### src/rtl/rfws_defines.svh
// offsets, field positions, reset values and timing counts of the sequencer
`ifndef RFWS_DEFINES_SVH
`define RFWS_DEFINES_SVH

// register byte offsets
`define RFWS_CTRL_OFS        8'h00
`define RFWS_STATUS_OFS      8'h04
`define RFWS_FLAGS_OFS       8'h08

// control register fields
`define RFWS_CTRL_ARM        0
`define RFWS_CTRL_RES        1
`define RFWS_CTRL_PRD_LO     2
`define RFWS_CTRL_PRD_HI     4
`define RFWS_CTRL_SLEEP      5
`define RFWS_CTRL_DISP       6
`define RFWS_CTRL_DIV_LO     8
`define RFWS_CTRL_DIV_HI     10
`define RFWS_CTRL_RST        32'h0000_0000

// status register fields
`define RFWS_STAT_MODE_LO    0
`define RFWS_STAT_MODE_HI    2
`define RFWS_STAT_PLL        3
`define RFWS_STAT_CMP        4
`define RFWS_STAT_BAT        5
`define RFWS_STAT_ARMED      6

// flag register fields, write one to clear
`define RFWS_FLAG_BTN        0
`define RFWS_FLAG_TMR        1
`define RFWS_FLAG_RET        2

// timing, in crystal cycles unless a unit is named
`define RFWS_CRYSTAL_HZ      32768
`define RFWS_RESET_TICKS     4100
`define RFWS_NOPWR_TICKS     2
`define RFWS_PLL_MIN_TICKS   2048
`define RFWS_PLL_MAX_TICKS   4096
`define RFWS_DEB_HZ          32
`define RFWS_DEB_TICKS       (`RFWS_CRYSTAL_HZ / `RFWS_DEB_HZ)
`define RFWS_WAKE_SHORT_MS   2500
`define RFWS_WAKE_LONG_MS    60000
`define RFWS_WAKE_SHORT_TICKS (`RFWS_WAKE_SHORT_MS * `RFWS_CRYSTAL_HZ / 1000)
`define RFWS_WAKE_LONG_TICKS  (`RFWS_WAKE_LONG_MS * `RFWS_CRYSTAL_HZ / 1000)

`endif

### src/rtl/rfws_pkg.sv
// types shared by the sequencer files
`default_nettype none

package rfws_pkg;
	// operating modes of the sequencer
	typedef enum logic [2:0] {
		ST_RESET,
		ST_FULL,
		ST_BATT,
		ST_DISP,
		ST_SLEEP
	} rfws_state_type;

	// pushbutton debounce states
	typedef enum logic [1:0] {
		DB_LOW,
		DB_PEND,
		DB_HIGH
	} rfws_deb_type;
endpackage

`default_nettype wire

### src/rtl/rfws_debounce.sv
// pushbutton debouncer sampled at the slow debounce rate
`timescale 1ns/1ps
`default_nettype none

module rfws_debounce
(
	// clock and reset
	input  wire logic hclk,
	input  wire logic hresetn,
	input  wire logic ce,
	// sampling
	input  wire logic sample_en,
	input  wire logic level_in,
	input  wire logic block_in,
	// result
	output var  logic rise_r
);
	import rfws_pkg::*;

	rfws_deb_type state_r;

	// a level must be seen on two samples in a row, so a pulse shorter
	// than one sample period never passes and one under two may not
	always_ff @(posedge hclk or negedge hresetn)
	begin
		if (!hresetn)
		begin
			state_r <= DB_LOW;
			rise_r  <= 1'b0;
		end
		else if (ce)
		begin
			rise_r <= 1'b0;
			if (sample_en)
			begin
				case (state_r)
					DB_LOW:  state_r <= level_in ? DB_PEND : DB_LOW;
					DB_PEND:
					begin
						state_r <= level_in ? DB_HIGH : DB_LOW;
						rise_r  <= level_in & ~block_in;
					end
					DB_HIGH: state_r <= level_in ? DB_HIGH : DB_LOW;
					default: state_r <= DB_LOW;
				endcase
			end
		end
	end
endmodule

`default_nettype wire

### src/rtl/rfws_sequencer.sv
// reset, power-fault and wake sequencer with its ahb-lite register slave
//
// Local design decisions: the AHB-Lite interface to the registers and the register addresses.
`timescale 1ns/1ps
`default_nettype none
`include "rfws_defines.svh"

// Operation
// - reset pin high forces defaults, halts
// - power present: run after 4100 crystal ticks
// - no power: run after 2 ticks, battery
// - fault clears pll lock, battery run
// - fault without battery drops run, sleeps
// - full power waits for pll lock
// - battery to full raises interrupt, keeps config
// - wake from low modes shows reset config
// - watchdog on when full from low modes
// - button rise wakes, sets button flag
// - button debounced at 32 Hz samples
// - further presses ignored until flag cleared
// - timer expiry wakes, sets timer flag
// - timer unit one minute or 2.5 s
// - period field gives 1 to 7 units
// - arming loads timer, request starts it
// - timer cleared and disarmed on wake
// - battery run: slow clock, divider ignored
// - no flag and power: power restored
module rfws_sequencer
#(
	parameter int unsigned RESET_TICKS      = `RFWS_RESET_TICKS,
	parameter int unsigned PLL_SETTLE_TICKS = `RFWS_PLL_MIN_TICKS,
	parameter int unsigned DEB_TICKS        = `RFWS_DEB_TICKS,
	parameter int unsigned WAKE_SHORT_TICKS = `RFWS_WAKE_SHORT_TICKS,
	parameter int unsigned WAKE_LONG_TICKS  = `RFWS_WAKE_LONG_TICKS
)
(
	// clock, reset and clock enable
	input  wire logic                    hclk,
	input  wire logic                    hresetn,
	input  wire logic                    ce,
	// ahb-lite slave
	input  wire logic                    hsel,
	input  wire logic [31:0]             haddr,
	input  wire logic [1:0]              htrans,
	input  wire logic                    hwrite,
	input  wire logic [2:0]              hsize,
	input  wire logic [31:0]             hwdata,
	input  wire logic                    hready,
	output var  logic [31:0]             hrdata,
	output var  logic                    hreadyout,
	output var  logic                    hresp,
	// device pins
	input  wire logic                    reset_pin,
	input  wire logic                    fault_sense_input,
	input  wire logic                    battery_good_flag,
	input  wire logic                    pushbutton_input,
	input  wire logic                    slow_crystal_clock,
	// processor and system controls
	output var  logic                    run_r,
	output var  logic                    cpu_start_r,
	output var  rfws_pkg::rfws_state_type mode_r,
	output var  logic                    pll_locked_r,
	output var  logic                    watchdog_en_r,
	output var  logic                    cpu_slow_clk_r,
	output var  logic [2:0]              cpu_div_r,
	output var  logic                    power_return_irq_r
);
	import rfws_pkg::*;

	localparam logic [12:0] RST_LONG  = 13'(RESET_TICKS - 1);
	localparam logic [12:0] RST_SHORT = 13'(`RFWS_NOPWR_TICKS - 1);
	localparam logic [12:0] PLL_LIM   = 13'(PLL_SETTLE_TICKS - 1);
	localparam logic [9:0]  DEB_LIM   = 10'(DEB_TICKS - 1);
	localparam logic [20:0] UNIT_S    = 21'(WAKE_SHORT_TICKS - 1);
	localparam logic [20:0] UNIT_L    = 21'(WAKE_LONG_TICKS - 1);

	logic [4:0]     sync1_r;
	logic [4:0]     sync2_r;
	logic           xtal_prev_r;
	logic           tick;
	logic           pin_s;
	logic           pwr_s;
	logic           bat_s;
	logic [9:0]     deb_cnt_r;
	logic           tick32;
	logic           btn_rise;
	logic [12:0]    rst_cnt_r;
	logic           rst_done;
	logic [12:0]    pll_cnt_r;
	rfws_state_type state_nxt;
	logic           run_nxt;
	logic           wake_edge;
	logic           low_mode;
	logic           enter_low;
	logic           btn_evt;
	logic           tmr_evt;
	logic           res_r;
	logic [2:0]     prd_r;
	logic [2:0]     div_r;
	logic           armed_r;
	logic           tmr_res_r;
	logic [2:0]     tmr_unit_r;
	logic [20:0]    tmr_sub_r;
	logic           btn_flag_r;
	logic           tmr_flag_r;
	logic           ap_valid_r;
	logic           ap_write_r;
	logic [7:0]     ap_addr_r;
	logic           take;
	logic           wr_ctrl;
	logic           wr_flags;
	logic           req_sleep;
	logic           req_disp;
	logic [31:0]    rd_data;

	// two-flop synchronisers for every pin; the crystal is one of them
	always_ff @(posedge hclk or negedge hresetn)
	begin
		if (!hresetn)
		begin
			sync1_r     <= 5'h00;
			sync2_r     <= 5'h00;
			xtal_prev_r <= 1'b0;
		end
		else if (ce)
		begin
			sync1_r     <= {slow_crystal_clock, pushbutton_input,
				battery_good_flag, fault_sense_input, reset_pin};
			sync2_r     <= sync1_r;
			xtal_prev_r <= sync2_r[4];
		end
	end

	assign pin_s = sync2_r[0];
	assign pwr_s = sync2_r[1];
	assign bat_s = sync2_r[2];
	assign tick  = sync2_r[4] & ~xtal_prev_r;

	// 32 Hz sampling strobe derived from crystal ticks
	always_ff @(posedge hclk or negedge hresetn)
	begin
		if (!hresetn)
			deb_cnt_r <= 10'h000;
		else if (ce && tick)
			deb_cnt_r <= (deb_cnt_r == DEB_LIM) ? 10'h000 : deb_cnt_r + 10'h001;
	end

	assign tick32 = tick && (deb_cnt_r == DEB_LIM);

	rfws_debounce u_debounce
	(
		.hclk      (hclk),
		.hresetn   (hresetn),
		.ce        (ce),
		.sample_en (tick32),
		.level_in  (sync2_r[3]),
		.block_in  (btn_flag_r),
		.rise_r    (btn_rise)
	);

	// reset timer: long with system power, two ticks on battery alone
	always_ff @(posedge hclk or negedge hresetn)
	begin
		if (!hresetn)
			rst_cnt_r <= 13'h0000;
		else if (ce)
		begin
			if (pin_s || mode_r != ST_RESET)
				rst_cnt_r <= 13'h0000;
			else if (tick)
				rst_cnt_r <= rst_cnt_r + 13'h0001;
		end
	end

	assign rst_done = (mode_r == ST_RESET) && !pin_s && tick &&
		(rst_cnt_r >= (pwr_s ? RST_LONG : RST_SHORT));

	// pll lock model: settles a fixed number of ticks after power returns
	always_ff @(posedge hclk or negedge hresetn)
	begin
		if (!hresetn)
		begin
			pll_cnt_r    <= 13'h0000;
			pll_locked_r <= 1'b0;
		end
		else if (ce)
		begin
			if (!pwr_s)
			begin
				pll_cnt_r    <= 13'h0000;
				pll_locked_r <= 1'b0;
			end
			else if (!pll_locked_r && tick)
			begin
				pll_cnt_r    <= pll_cnt_r + 13'h0001;
				pll_locked_r <= (pll_cnt_r == PLL_LIM);
			end
		end
	end

	assign low_mode = (mode_r == ST_DISP) || (mode_r == ST_SLEEP);
	assign btn_evt  = low_mode && btn_rise;
	assign tmr_evt  = low_mode && armed_r && tick && tmr_unit_r <= 3'h1 &&
		tmr_sub_r == (tmr_res_r ? UNIT_L : UNIT_S);

	// mode selection; the reset pin overrides everything
	always_comb
	begin
		state_nxt = mode_r;
		case (mode_r)
			ST_RESET:
				if (rst_done)
					state_nxt = (pwr_s && pll_locked_r) ? ST_FULL : ST_BATT;
			ST_FULL:
				if (!pwr_s)
					state_nxt = bat_s ? ST_BATT : ST_SLEEP;
			ST_BATT:
				if (!pwr_s && !bat_s)
					state_nxt = ST_SLEEP;
				else if (pwr_s && pll_locked_r)
					state_nxt = ST_FULL;
				else if (req_sleep)
					state_nxt = ST_SLEEP;
				else if (req_disp)
					state_nxt = ST_DISP;
			ST_DISP, ST_SLEEP:
				if (pwr_s && pll_locked_r)
					state_nxt = ST_FULL;
				else if (btn_evt || tmr_evt)
					state_nxt = ST_BATT;
			default:
				state_nxt = ST_RESET;
		endcase
		if (pin_s)
			state_nxt = ST_RESET;
	end

	assign run_nxt   = (state_nxt == ST_FULL) || (state_nxt == ST_BATT);
	assign wake_edge = run_nxt && !run_r;
	assign enter_low = !pin_s && !run_nxt && run_r;

	// mode, run line and the one-cycle start strobe (processor at 00)
	always_ff @(posedge hclk or negedge hresetn)
	begin
		if (!hresetn)
		begin
			mode_r      <= ST_RESET;
			run_r       <= 1'b0;
			cpu_start_r <= 1'b0;
		end
		else if (ce)
		begin
			mode_r      <= state_nxt;
			run_r       <= run_nxt;
			cpu_start_r <= wake_edge;
		end
	end

	// watchdog and processor clock selection
	always_ff @(posedge hclk or negedge hresetn)
	begin
		if (!hresetn)
		begin
			watchdog_en_r  <= 1'b0;
			cpu_slow_clk_r <= 1'b0;
			cpu_div_r      <= 3'h0;
		end
		else if (ce)
		begin
			if (pin_s || !run_nxt)
				watchdog_en_r <= 1'b0;
			else if (state_nxt == ST_FULL && mode_r != ST_BATT &&
				mode_r != ST_FULL)
				watchdog_en_r <= 1'b1;
			// the stored divider is left alone; only its use is masked
			cpu_slow_clk_r <= (state_nxt == ST_BATT);
			cpu_div_r      <= (state_nxt == ST_FULL) ? div_r : 3'h0;
		end
	end

	// configuration fields; cleared on reset pin and on entry to low modes
	always_ff @(posedge hclk or negedge hresetn)
	begin
		if (!hresetn)
		begin
			res_r <= 1'b0;
			prd_r <= 3'h0;
			div_r <= 3'h0;
		end
		else if (ce)
		begin
			if (pin_s || enter_low)
			begin
				res_r <= 1'b0;
				prd_r <= 3'h0;
				div_r <= 3'h0;
			end
			else if (wr_ctrl)
			begin
				res_r <= hwdata[`RFWS_CTRL_RES];
				prd_r <= hwdata[`RFWS_CTRL_PRD_HI:`RFWS_CTRL_PRD_LO];
				div_r <= hwdata[`RFWS_CTRL_DIV_HI:`RFWS_CTRL_DIV_LO];
			end
		end
	end

	// wake timer: preset when armed, counts only in the low modes
	always_ff @(posedge hclk or negedge hresetn)
	begin
		if (!hresetn)
		begin
			armed_r    <= 1'b0;
			tmr_res_r  <= 1'b0;
			tmr_unit_r <= 3'h0;
			tmr_sub_r  <= 21'h000000;
		end
		else if (ce)
		begin
			if (pin_s || wake_edge)
			begin
				armed_r    <= 1'b0;
				tmr_unit_r <= 3'h0;
				tmr_sub_r  <= 21'h000000;
			end
			else if (wr_ctrl && hwdata[`RFWS_CTRL_ARM])
			begin
				armed_r    <= 1'b1;
				tmr_res_r  <= hwdata[`RFWS_CTRL_RES];
				tmr_unit_r <= hwdata[`RFWS_CTRL_PRD_HI:`RFWS_CTRL_PRD_LO];
				tmr_sub_r  <= 21'h000000;
			end
			else if (low_mode && armed_r && tick && !tmr_evt)
			begin
				// whole units of the chosen resolution, 1 to 7 of them
				if (tmr_sub_r == (tmr_res_r ? UNIT_L : UNIT_S))
				begin
					tmr_sub_r  <= 21'h000000;
					tmr_unit_r <= tmr_unit_r - 3'h1;
				end
				else
					tmr_sub_r <= tmr_sub_r + 21'h000001;
			end
		end
	end

	// wake cause flags; a set in the cycle of a clear wins
	always_ff @(posedge hclk or negedge hresetn)
	begin
		if (!hresetn)
		begin
			btn_flag_r         <= 1'b0;
			tmr_flag_r         <= 1'b0;
			power_return_irq_r <= 1'b0;
		end
		else if (ce)
		begin
			if (pin_s)
			begin
				btn_flag_r         <= 1'b0;
				tmr_flag_r         <= 1'b0;
				power_return_irq_r <= 1'b0;
			end
			else
			begin
				if (btn_evt)
					btn_flag_r <= 1'b1;
				else if (wr_flags && hwdata[`RFWS_FLAG_BTN])
					btn_flag_r <= 1'b0;
				if (tmr_evt && !btn_evt)
					tmr_flag_r <= 1'b1;
				else if (wr_flags && hwdata[`RFWS_FLAG_TMR])
					tmr_flag_r <= 1'b0;
				if (mode_r == ST_BATT && state_nxt == ST_FULL)
					power_return_irq_r <= 1'b1;
				else if (wr_flags && hwdata[`RFWS_FLAG_RET])
					power_return_irq_r <= 1'b0;
			end
		end
	end

	// ahb-lite address phase capture; the slave never inserts waits
	assign take = hsel && hready && htrans[1];

	always_ff @(posedge hclk or negedge hresetn)
	begin
		if (!hresetn)
		begin
			ap_valid_r <= 1'b0;
			ap_write_r <= 1'b0;
			ap_addr_r  <= 8'h00;
			hrdata     <= 32'h0000_0000;
			hreadyout  <= 1'b1;
			hresp      <= 1'b0;
		end
		else if (ce)
		begin
			ap_valid_r <= take;
			ap_write_r <= hwrite;
			ap_addr_r  <= haddr[7:0];
			hreadyout  <= 1'b1;
			hresp      <= 1'b0;
			if (take && !hwrite)
				hrdata <= rd_data;
		end
	end

	assign wr_ctrl   = ap_valid_r && ap_write_r &&
		ap_addr_r == `RFWS_CTRL_OFS && !pin_s;
	assign wr_flags  = ap_valid_r && ap_write_r && ap_addr_r == `RFWS_FLAGS_OFS;
	assign req_sleep = wr_ctrl && hwdata[`RFWS_CTRL_SLEEP];
	assign req_disp  = wr_ctrl && hwdata[`RFWS_CTRL_DISP];

	// read mux; unmapped offsets read zero
	always_comb
	begin
		rd_data = 32'h0000_0000;
		case (haddr[7:0])
			`RFWS_CTRL_OFS:
			begin
				rd_data[`RFWS_CTRL_ARM] = armed_r;
				rd_data[`RFWS_CTRL_RES] = res_r;
				rd_data[`RFWS_CTRL_PRD_HI:`RFWS_CTRL_PRD_LO] = prd_r;
				rd_data[`RFWS_CTRL_DIV_HI:`RFWS_CTRL_DIV_LO] = div_r;
			end
			`RFWS_STATUS_OFS:
			begin
				rd_data[`RFWS_STAT_MODE_HI:`RFWS_STAT_MODE_LO] = mode_r;
				rd_data[`RFWS_STAT_PLL]   = pll_locked_r;
				rd_data[`RFWS_STAT_CMP]   = pwr_s;
				rd_data[`RFWS_STAT_BAT]   = bat_s;
				rd_data[`RFWS_STAT_ARMED] = armed_r;
			end
			`RFWS_FLAGS_OFS:
			begin
				rd_data[`RFWS_FLAG_BTN] = btn_flag_r;
				rd_data[`RFWS_FLAG_TMR] = tmr_flag_r;
				rd_data[`RFWS_FLAG_RET] = power_return_irq_r;
			end
			default: rd_data = 32'h0000_0000;
		endcase
	end
endmodule

`default_nettype wire

### config.mk
export PLATFORM = sky130hd
export DESIGN_NAME = rfws_sequencer
export DESIGN_NICKNAME = d
export VERILOG_FILES = /design/src/rtl/rfws_pkg.sv /design/src/rtl/rfws_debounce.sv /design/src/rtl/rfws_sequencer.sv
export VERILOG_INCLUDE_DIRS = /design/src /design/src/rtl
export SDC_FILE = /design/constraint.sdc
export NUM_CORES = 1
export LEC_CHECK = 0
export ABC_AREA = 1
export ABC_CLOCK_PERIOD_IN_PS = 4600
export BUFFER_PORTS_ARGS = -buffer_cell sky130_fd_sc_hd__buf_2
export CAP_MARGIN = 20
export CORE_UTILIZATION = 45
export DETAILED_ROUTE_END_ITERATION = 6
export PLACE_DENSITY = 0.67
export SYNTH_ARGS = -nofsm -noshare
export SYNTH_HDL_FRONTEND = slang
export SYNTH_HIERARCHICAL = 1
export SYNTH_SLANG_ARGS = --single-unit
### constraint.sdc
create_clock -name hclk -period 4.6 [get_ports hclk]
set_input_delay 0.46 -clock hclk [delete_from_list [all_inputs] [get_ports hclk]]
set_output_delay 0.46 -clock hclk [all_outputs]
set_load 0.02 [all_outputs]
==> impl_metrics.tcl, run 1 <==
set metrics [dict create \
    outcome "complete, but fails checks" \
    violations "DRC" \
    fill_cells 1405 \
    max-cap-violations 0 \
    ys_ff_latch 117 \
    grt_setup_unrepaired "false" \
    place.gp.congestion 0.868 \
    hold_violations 0 \
    max_slew.worst_pin.slew_ps 860 \
    clk_pin_slew_ps 60 \
    grtUsageTotal_pct 22.0 \
    grt_start_max_net_pins 77 \
    synth_top_cells_by_area "dfrtp_1 (43%), nand2_1 (11%), inv_1 (5.9%), nor2_1 (5.6%), nand3_1 (4.3%)" \
    io_pins 126 \
    routedWlPerCell_um 14.0 \
    synth_top_family_by_area "simple AND/OR/NAND/NOR gates" \
    min_period_ps 3120 \
    yosysTopAreaCellShare_pct 43.1 \
    drc 10 \
    synth_top_area_cell "dfrtp_1" \
    dr.pass1.iters 7 \
    relSlewSlack_pct 42.5 \
    max_freq_mhz 321 \
    antenna_found_initial 0 \
    gr-max-usage-layer "met2" \
    post-dp-hpwl_mm 11.3 \
    multiInputGateArea_um2 3220 \
    drt-vias-per-instance 5.14 \
    worstPathMaxFanout 23 \
    root_buffer "clkbuf_16" \
    syn_avg_cell_area_um2 7.63 \
    final_cell_area_um2 7760 \
    reg2regPathDepth 20 \
    finClkSkew_ps 7.63 \
    worstPathArrival_ps 3460 \
    register_area_um2 2930 \
    yosys_warnings 6 \
    postCtsResizedCells 0 \
    synth-xor-area-share_pct 3.35 \
    cts.sinks 117 \
    h-tree-depth 4 \
    netlist_top_cells_count "nand2_1 (207), dfrtp_1 (117), inv_1 (107)" \
    power_density_nw_per_um2 402 \
    slew_viol_final 0 \
    drive_gt1_share_pct 13.0 \
    fp.dieArea_um2 15600 \
    fp.dieH_um 125 \
    areaGrowthSynthToFinish_pct 14.2 \
    start_util_pct 46.4 \
    p_leak_nw 3.69 \
    critPathLaunchType "register" \
    die_w_um 125 \
    finalSetupViolCount 0 \
    gr-usage-met2_pct 33.6 \
    endpoint_kind "register" \
    clk_latency_ps 420 \
    cts_tree "done" \
    hp-class "input port to register" \
    wirelength_mm 16.0 \
    yosys.area_share.simple_pct 30.7 \
    reg2reg_setup_slack_ps 1480 \
    diodes 0 \
    syn_area_um2 6800 \
    regToRegEndpoint "tmr_sub_r[13]$_DFFE_PN0P_" \
    required_ps 4940 \
    ir_drop_v 0.000235 \
    rows 44 \
    endpoint "tmr_sub_r[13]$_DFFE_PN0P_" \
    async_flop_share_pct 100 \
    grtUsageMet1_pct 31.1 \
    synthMuxAreaShare_pct 0 \
    cts_setup_buffers 0 \
    postRouteAntennaNets 0 \
    overflow 0 \
    numPortBuffers 51 \
    nets 1033 \
    ys_seq_area_share_pct 43.1 \
    grt_pass1_vias 5464 \
    r2r-start "sync2_r[1]$_DFFE_PN0P_" \
    crit_start "sync2_r[1]$_DFFE_PN0P_" \
    yosysMostFrequentCell "nand2_1" \
    synth-main-ff-cell "dfrtp_1" \
    syn_inst 891 \
    grt.met3_usage_pct 4.45 \
    cts_buffers 17 \
    clockBufferDepth 2 \
    synth_compound_area_share_pct 9.94 \
    synth_adder_area_share_pct 2.02 \
    finalCritPeriodShare_pct 67.7 \
    core_area_um2 14600 \
    grt_pass1_wl_mm 27.1 \
    synth_edf_count 0 \
    synth_cell_types 48 \
    critPathKind "register to register" \
    dr.first_iter.drc_count 418 \
    num_vias 5858 \
    placed_area_um2 7090 \
    tns_ps 0 \
]
[state kept, by name, summed over array words and instances, names as in the netlist, 3 cells and up]
register	cells
tmr_sub_r	21
pll_cnt_r	13
rst_cnt_r	13
deb_cnt_r	10
hrdata	10
ap_addr_r	8
sync1_r	5
sync2_r	5
cpu_div_r	3
div_r	3
mode_r	3
prd_r	3
tmr_unit_r	3
[logic make-up after synthesis]
family	after synthesis
AND/OR/NAND/NOR	460
buffers and inverters	160
flip-flops	117
AO/OA/AOI/OAI	115
XOR/XNOR	26
adder cells (fa/ha/maj)	11
other	2
[how the worst min path moves through the flow]
stage,start,to,slack (ps),cells after the start
after floorplan,hresetn,ap_addr_r[0]$_DFFE_PN0P_,160,0
after global placement,sync1_r[3]$_DFFE_PN0P_,sync2_r[3]$_DFFE_PN0P_,460,2
after global routing,reset_pin,sync1_r[0]$_DFFE_PN0P_,230,3
after detailed placement,ap_addr_r[4]$_DFFE_PN0P_,ap_addr_r[4]$_DFFE_PN0P_,460,2
after CTS,pushbutton_input,sync1_r[3]$_DFFE_PN0P_,220,3
final,pushbutton_input,sync1_r[3]$_DFFE_PN0P_,230,3
[through the flow]
step	power, mW	cells	setup slack, ps	hold slack, ps	util, %
2_1_floorplan	1.60	913	2240	164	-
4_1_cts	3.15	1137	1480	220	52.8
3_5_place_dp	1.71	1105	1520	460	48.4
3_3_place_gp	1.70	1105	1580	456	48.4
6_report	3.12	1139	1480	235	53.0
5_1_grt	3.29	1139	1130	232	53.0
[final cells by class]
cell class                 count  area share [%]
inverter                     113            5.49
multi-input combinational    636            41.5
tap                          184            2.96
clock inverter                11            2.24
sequential                   117            37.7
clock buffer                  21            5.93
timing repair buffer          57            4.19
[per-layer routing]
layer | up-vias | wire, µm | part of all wire [%]
met5 | - | 0 | 0
met4 | 0 | 260 | 1.6
met3 | 22 | 925 | 5.8
met2 | 168 | 7210 | 45
met1 | 2718 | 7580 | 47
li1 | 2950 | - | -
[critical path, cell delays in order (launching register included)]
cell and delay, ps:
dfrtp_1 480, inv_1 220, ha_1 360, inv_1 40, nor2_1 140, nand2_1 90, nor2_1 90, nand2_1 70
nand2_1 90, nand3_1 70, nand2_1 70, clkinv_1 90, nand2_1 80, nor2_2 50, nand3_4 110, nand2_4 80
nand2_4 190, nand4_2 140, nand2_2 390, nand2_1 100, o21ai_1 80
[cells in the final DEF, fill, tap and decap left out, types with 6 or more instances in the layout]
cell       count
nor4_1        10
clkbuf_16     17
o21ai_0       47
dfrtp_1      117
nand2_1      207
o21ai_2        6
a21oi_1       23
inv_1        107
o21ai_1       16
nand2_2        6
nand3_1       58
buf_2         50
nor3_1        31
xor2_1        21
nand4_1       21
ha_1          11
conb_1        24
nor2_1       102
o22ai_1        7
[report_power, final]
group          switching, mW  internal, mW  leakage (nW)
Sequential            0.0823          1.14          1.56
Clock                  0.484         0.936         0.300
Combinational          0.319         0.165          1.83
Total                  0.884          2.24          3.69
[repair_timing]
item | in CTS | in global routing
endpoints found under the hold margin | 0 | 3
setup endpoints to repair | 0 | 0
hold buffers | 0 | 1
(Power assumes the default switching activity.)
==> run 2: changes to the inputs <==
--- a/config.mk
+++ b/config.mk
@@ -7,7 +7,7 @@
 export NUM_CORES = 1
 export LEC_CHECK = 0
 export ABC_AREA = 1
-export ABC_CLOCK_PERIOD_IN_PS = 4600
+export ABC_CLOCK_PERIOD_IN_PS = 3000
 export BUFFER_PORTS_ARGS = -buffer_cell sky130_fd_sc_hd__buf_2
 export CAP_MARGIN = 20
 export CORE_UTILIZATION = 45
==> constraint.sdc (replaced) <==
create_clock -name hclk -period 3 [get_ports hclk]
set_input_delay 0.3 -clock hclk [delete_from_list [all_inputs] [get_ports hclk]]
set_output_delay 0.3 -clock hclk [all_outputs]
set_load 0.02 [all_outputs]
==> impl_metrics.tcl, run 2 (same netlist as run 1, synthesis figures left out) <==
set metrics [dict create \
    outcome "complete, but fails checks" \
    violations "DRC" \
    drc 9 \
    p_leak_nw 3.77 \
    grt_pass1_wl_mm 26.7 \
    num_vias 5895 \
    areaGrowthSynthToFinish_pct 15.9 \
    final_cell_area_um2 7880 \
    finalCritPeriodShare_pct 91.1 \
    dr.pass1.iters 6 \
    max_slew.worst_pin.slew_ps 760 \
    numPortBuffers 51 \
    regToRegEndpoint "prd_r[1]$_DFFE_PN0P_" \
    routedWlPerCell_um 13.9 \
    dr.first_iter.drc_count 392 \
    seq_power_share_pct 38.0 \
    min_period_ps 2730 \
    fp.dieArea_um2 15600 \
    hold_violations 0 \
    clk_pin_slew_ps 50 \
    holdWs_ps 75.7 \
    critPathLaunchType "register" \
    finClkSkew_ps 8.25 \
    grtUsageTotal_pct 21.7 \
    cp_cell_sequence "ha_1 > nand2_1 > nor2_1 > nand3_1 > nor2_2 > nand2_1 > nand3_1 > nand2_2 > nand2_4 > nand2_4 > nand3_4 > o211ai_4 > a21oi_4 > buf_12 > nand3_1 > o21ai_1" \
    slew_viol_final 0 \
    fin_cells 1149 \
    drive_gt1_share_pct 13.8 \
    overflow 0 \
    final_common_cell "nand2_1" \
    path_buf_inv 1 \
    clk_latency_ps 420 \
    worstPathArrival_ps 3070 \
    fin_util_pct 53.8 \
    cts_buffers 17 \
    grt_pass1_vias 5341 \
    grt_start_max_net_pins 63 \
    min_delay_path_depth 3 \
    switching_share_pct 27.3 \
    hold_start "slow_crystal_clock" \
    nets 1043 \
    relSlewSlack_pct 48.9 \
    core_area_um2 14600 \
    h-tree-depth 4 \
    hold-path-endpoint "sync1_r[4]$_DFFE_PN0P_" \
    grt_setup_unrepaired "false" \
    fill_cells 1419 \
    critPathKind "register to register" \
    slowest_delay_ps 440 \
    postRouteAntennaNets 0 \
    fp.dieH_um 125 \
    comb_power_share_pct 15.5 \
    io_pins 126 \
    required_ps 3340 \
    hp-class "input port to register" \
    cts.sinks 117 \
    post-dp-hpwl_mm 11.6 \
    worstPathMaxFanout 12 \
    endpoint_kind "register" \
    dp_cells 1115 \
    rows 44 \
    switchingPower_mw 1.34 \
    finalSetupViolCount 0 \
    tns_ps 0 \
    start_util_pct 46.4 \
    multiInputGateArea_um2 3220 \
    cts_tree "done" \
    drt-vias-per-instance 5.13 \
    wirelength_mm 16.0 \
    ir_drop_v 0.000421 \
    max_freq_mhz 366 \
    diodes 0 \
    r2r-start "tmr_sub_r[0]$_DFFE_PN0P_" \
    p_int_mw 3.58 \
    cp_slowest_cell "dfrtp_1" \
    cp_top_family "simple AND/OR/NAND/NOR gates" \
    placed_area_um2 7190 \
    reg2reg_setup_slack_ps 270 \
    root_buffer "clkbuf_16" \
    clockBufferDepth 2 \
    cpMostUsedCell "nand3_1" \
    largest_reg_flops 21 \
    clkPwrFrac_pct 46.5 \
    place.gp.congestion 0.854 \
    regMostFlops "tmr_sub_r" \
    power_density_nw_per_um2 624 \
    final_cell_mix "nand2_1 (207), dfrtp_1 (117), inv_1 (107)" \
    max-cap-violations 0 \
    reg_top3 "tmr_sub_r (21), pll_cnt_r (13), rst_cnt_r (13)" \
    die_w_um 125 \
    reg2regPathDepth 16 \
    antenna_found_initial 0 \
    register_area_um2 2930 \
]
-- run 2: worst min-delay path, delay by kind of cell --
| kind | cells | cell delay (ps) |
|---|---|---|
| buffers and inverters | 1 | 70 |
| AND/OR/NAND/NOR | 2 | 90 |
-- run 2: per-layer routing --
metal,part of all wire (%),routed length [µm],GRT usage [%]
met3,4.7,747,4.41
met5,0,0,0
met2,43,6880,31.7
met1,51,8100,31.9
met4,1.7,268,7.68
-- run 2: repair_timing --
item	4_1_cts	5_1_grt
hold endpoints to repair	14	0
buffers inserted	0	1
setup endpoints to repair	0	2
gates resized for setup	0	0
hold buffers	1	0
-- run 2: worst max path at each step --
stage / from / endpoint / slack [ps] / cells past startpoint
after CTS: tmr_sub_r[0]$_DFFE_PN0P_ / prd_r[1]$_DFFE_PN0P_ / 230 / 15
after floorplan: sync2_r[1]$_DFFE_PN0P_ / tmr_sub_r[10]$_DFFE_PN0P_ / 640 / 19
final: tmr_sub_r[0]$_DFFE_PN0P_ / prd_r[1]$_DFFE_PN0P_ / 270 / 16
after detailed placement: tmr_sub_r[0]$_DFFE_PN0P_ / div_r[1]$_DFFE_PN0P_ / 320 / 15
after global placement: tmr_sub_r[0]$_DFFE_PN0P_ / prd_r[1]$_DFFE_PN0P_ / 380 / 15
after global routing: tmr_sub_r[0]$_DFFE_PN0P_ / tmr_sub_r[4]$_DFFE_PN0P_ / 70 / 17
-- run 2: stage by stage --
stage               worst slack, ps  power (mW)
global placement                378        2.62
finish                          268        4.92
floorplan                       642        2.45
detailed placement              319        2.64
CTS                             228        4.95
global route                   69.6        5.15
-- run 2: layout make-up --
type,instances,share of cell area [%]
Multi-Input combinational cell,636,40.9
Sequential cell,117,37.1
Clock buffer,24,6.24
Inverter,113,5.41
Timing Repair Buffer,67,5.30
Tap cell,184,2.92
Clock inverter,8,2.14
-- run 2: power groups by stage --
| stage | clock (mW) | sequential (mW) | combinational [mW] |
|---|---|---|---|
| after floorplan | 0 | 1.87 | 0.579 |
| after global placement | 0 | 1.89 | 0.739 |
| after detailed placement | 0 | 1.89 | 0.751 |
| after CTS | 2.32 | 1.87 | 0.760 |
| after global routing | 2.39 | 1.89 | 0.873 |
| final | 2.28 | 1.87 | 0.762 |
==> run 3: changes to the inputs <==
==> constraint.sdc (replaced) <==
create_clock -name hclk -period 3 [get_ports hclk]
set_input_delay 0.6 -clock hclk [delete_from_list [all_inputs] [get_ports hclk]]
set_output_delay 0.6 -clock hclk [all_outputs]
set_load 0.02 [all_outputs]
==> impl_metrics.tcl, run 3 (same netlist as run 1, synthesis figures left out) <==
set metrics [dict create \
    root_buffer "clkbuf_16" \
    power_density_nw_per_um2 586 \
    seq_power_share_pct 40.9 \
    max_freq_mhz 366 \
    fp.dieH_um 125 \
    finalCritPeriodShare_pct 91.0 \
    grt_pass1_wl_mm 26.3 \
    nets 1044 \
    p_int_mw 3.24 \
    hold_violations 0 \
    endpoint_kind "register" \
    drc 9 \
    slew_viol_final 0 \
    grt_pass1_vias 5367 \
    clkPwrFrac_pct 42.6 \
    min_period_ps 2730 \
    gr-usage-met2_pct 32.5 \
    dr.first_iter.drc_count 341 \
    max_slew.worst_pin.slew_ps 732 \
    reg2reg_setup_slack_ps 270 \
    placed_area_um2 7220 \
    dr.pass1.iters 7 \
    numPortBuffers 51 \
    rows 44 \
    fp.dieArea_um2 15600 \
    clk_pin_slew_ps 60 \
    diodes 0 \
    postCtsResizedCells 0 \
    areaGrowthSynthToFinish_pct 14.3 \
    critPathLaunchType "register" \
    finalSetupViolCount 0 \
    routedWlPerCell_um 13.7 \
    core_area_um2 14600 \
    cts_buffers 17 \
    fill_cells 1398 \
    cts_tree "done" \
    switchingPower_mw 1.32 \
    drt-vias-per-instance 5.04 \
    start_util_pct 46.4 \
    wirelength_mm 15.7 \
    clockBufferDepth 2 \
    hp-class "input port to asynchronous set/reset pin" \
    worstPathMaxFanout 14 \
    final_common_cell "nand2_1" \
    finClkSkew_ps 9.09 \
    grtUsageMet1_pct 30.5 \
    grt_setup_unrepaired "false" \
    cp_slowest_cell "dfrtp_1" \
    post-dp-hpwl_mm 11.6 \
    critPathKind "register to register" \
    final_cell_mix "nand2_1 (207), dfrtp_1 (117), inv_1 (107)" \
    final_cell_area_um2 7770 \
    largest_reg_flops 21 \
    io_pins 126 \
    hold_buffers 0 \
    drive_gt1_share_pct 13.8 \
    h-tree-depth 4 \
    overflow 0 \
    num_vias 5796 \
    cts_setup_buffers 0 \
    postRouteAntennaNets 0 \
    p_leak_nw 3.71 \
    max-cap-violations 0 \
    switching_share_pct 28.9 \
    ir_drop_v 0.000389 \
    violations "DRC" \
    outcome "complete, but fails checks" \
    grt.met3_usage_pct 5.09 \
    cpMostUsedCell "nand2_1" \
    cts.sinks 117 \
    die_w_um 125 \
    worstPathArrival_ps 3070 \
    grtUsageTotal_pct 21.5 \
    reg_top3 "tmr_sub_r (21), pll_cnt_r (13), rst_cnt_r (13)" \
    relSlewSlack_pct 50.8 \
    comb_power_share_pct 16.5 \
    place.gp.congestion 0.872 \
    antenna_found_initial 0 \
    slowest_delay_ps 430 \
    cp_cell_sequence "ha_1 > nand2_1 > nor2_1 > nand3_1 > nor2_2 > nand2_1 > nand2_1 > nand2_1 > nand2_1 > nor2_2 > nand3_4 > o211ai_4 > a21oi_4 > nand3_1 > o21ai_1" \
    clk_latency_ps 420 \
    gr-max-usage-layer "met2" \
    regMostFlops "tmr_sub_r" \
    fin_util_pct 53.1 \
    tns_ps 0 \
    required_ps 3340 \
    grt_start_max_net_pins 47 \
]
-- run 3: through the flow --
stage	setup slack (ps)	hold WS (ps)	power, mW	std cells
2_1_floorplan	642	304	2.45	913
3_3_place_gp	340	453	2.63	1118
3_5_place_dp	314	450	2.64	1118
4_1_cts	300	208	4.60	1149
5_1_grt	25.3	232	4.81	1149
6_report	269	189	4.56	1149
-- run 3: power by group through the flow --
stage / logic (mW) / clock network [mW] / registers, mW
after floorplan: 0.579 / 0 / 1.87
after global placement: 0.740 / 0 / 1.89
after detailed placement: 0.750 / 0 / 1.89
after CTS: 0.756 / 1.98 / 1.86
after global routing: 0.866 / 2.05 / 1.89
final: 0.751 / 1.94 / 1.87
-- run 3: routing by layer --
| metal | routed length (µm) | part of all wire (%) |
|---|---|---|
| met2 | 6930 | 44 |
| met4 | 169 | 1.1 |
| met1 | 7870 | 50 |
| met5 | 0 | 0 |
| met3 | 727 | 4.6 |
-- run 3: final cells by class --
cell class / instances / area, µm² / share of cell area, %
Multi-Input combinational cell: 636 / 3220 / 41.4
Timing Repair Buffer: 68 / 410 / 5.28
Tap cell: 184 / 230 / 2.96
Inverter: 113 / 427 / 5.49
Sequential cell: 117 / 2930 / 37.7
Clock inverter: 9 / 105 / 1.35
Clock buffer: 22 / 454 / 5.84
-- run 3: worst max-delay path: cells and delay by family, from the launching register on --
kind / cells / cell delay [ps]
flip-flops: 1 / 430
AO/OA/AOI/OAI: 3 / 670
AND/OR/NAND/NOR: 11 / 1300
adder cells (fa/ha/maj): 1 / 250
-- run 3: final timing paths --
check	startpoint	to	cells past startpoint
min in group hclk	battery_good_flag	sync1_r[2]$_DFFE_PN0P_	3
max in group asynchronous	hresetn	cpu_div_r[1]$_DFFE_PN0P_	2
min reg2reg	pll_cnt_r[3]$_DFFE_PN0P_	pll_cnt_r[3]$_DFFE_PN0P_	1
max reg2reg	tmr_sub_r[0]$_DFFE_PN0P_	div_r[0]$_DFFE_PN0P_	15
min	hresetn	rst_cnt_r[2]$_DFFE_PN0P_	1
max	tmr_sub_r[0]$_DFFE_PN0P_	div_r[0]$_DFFE_PN0P_	15
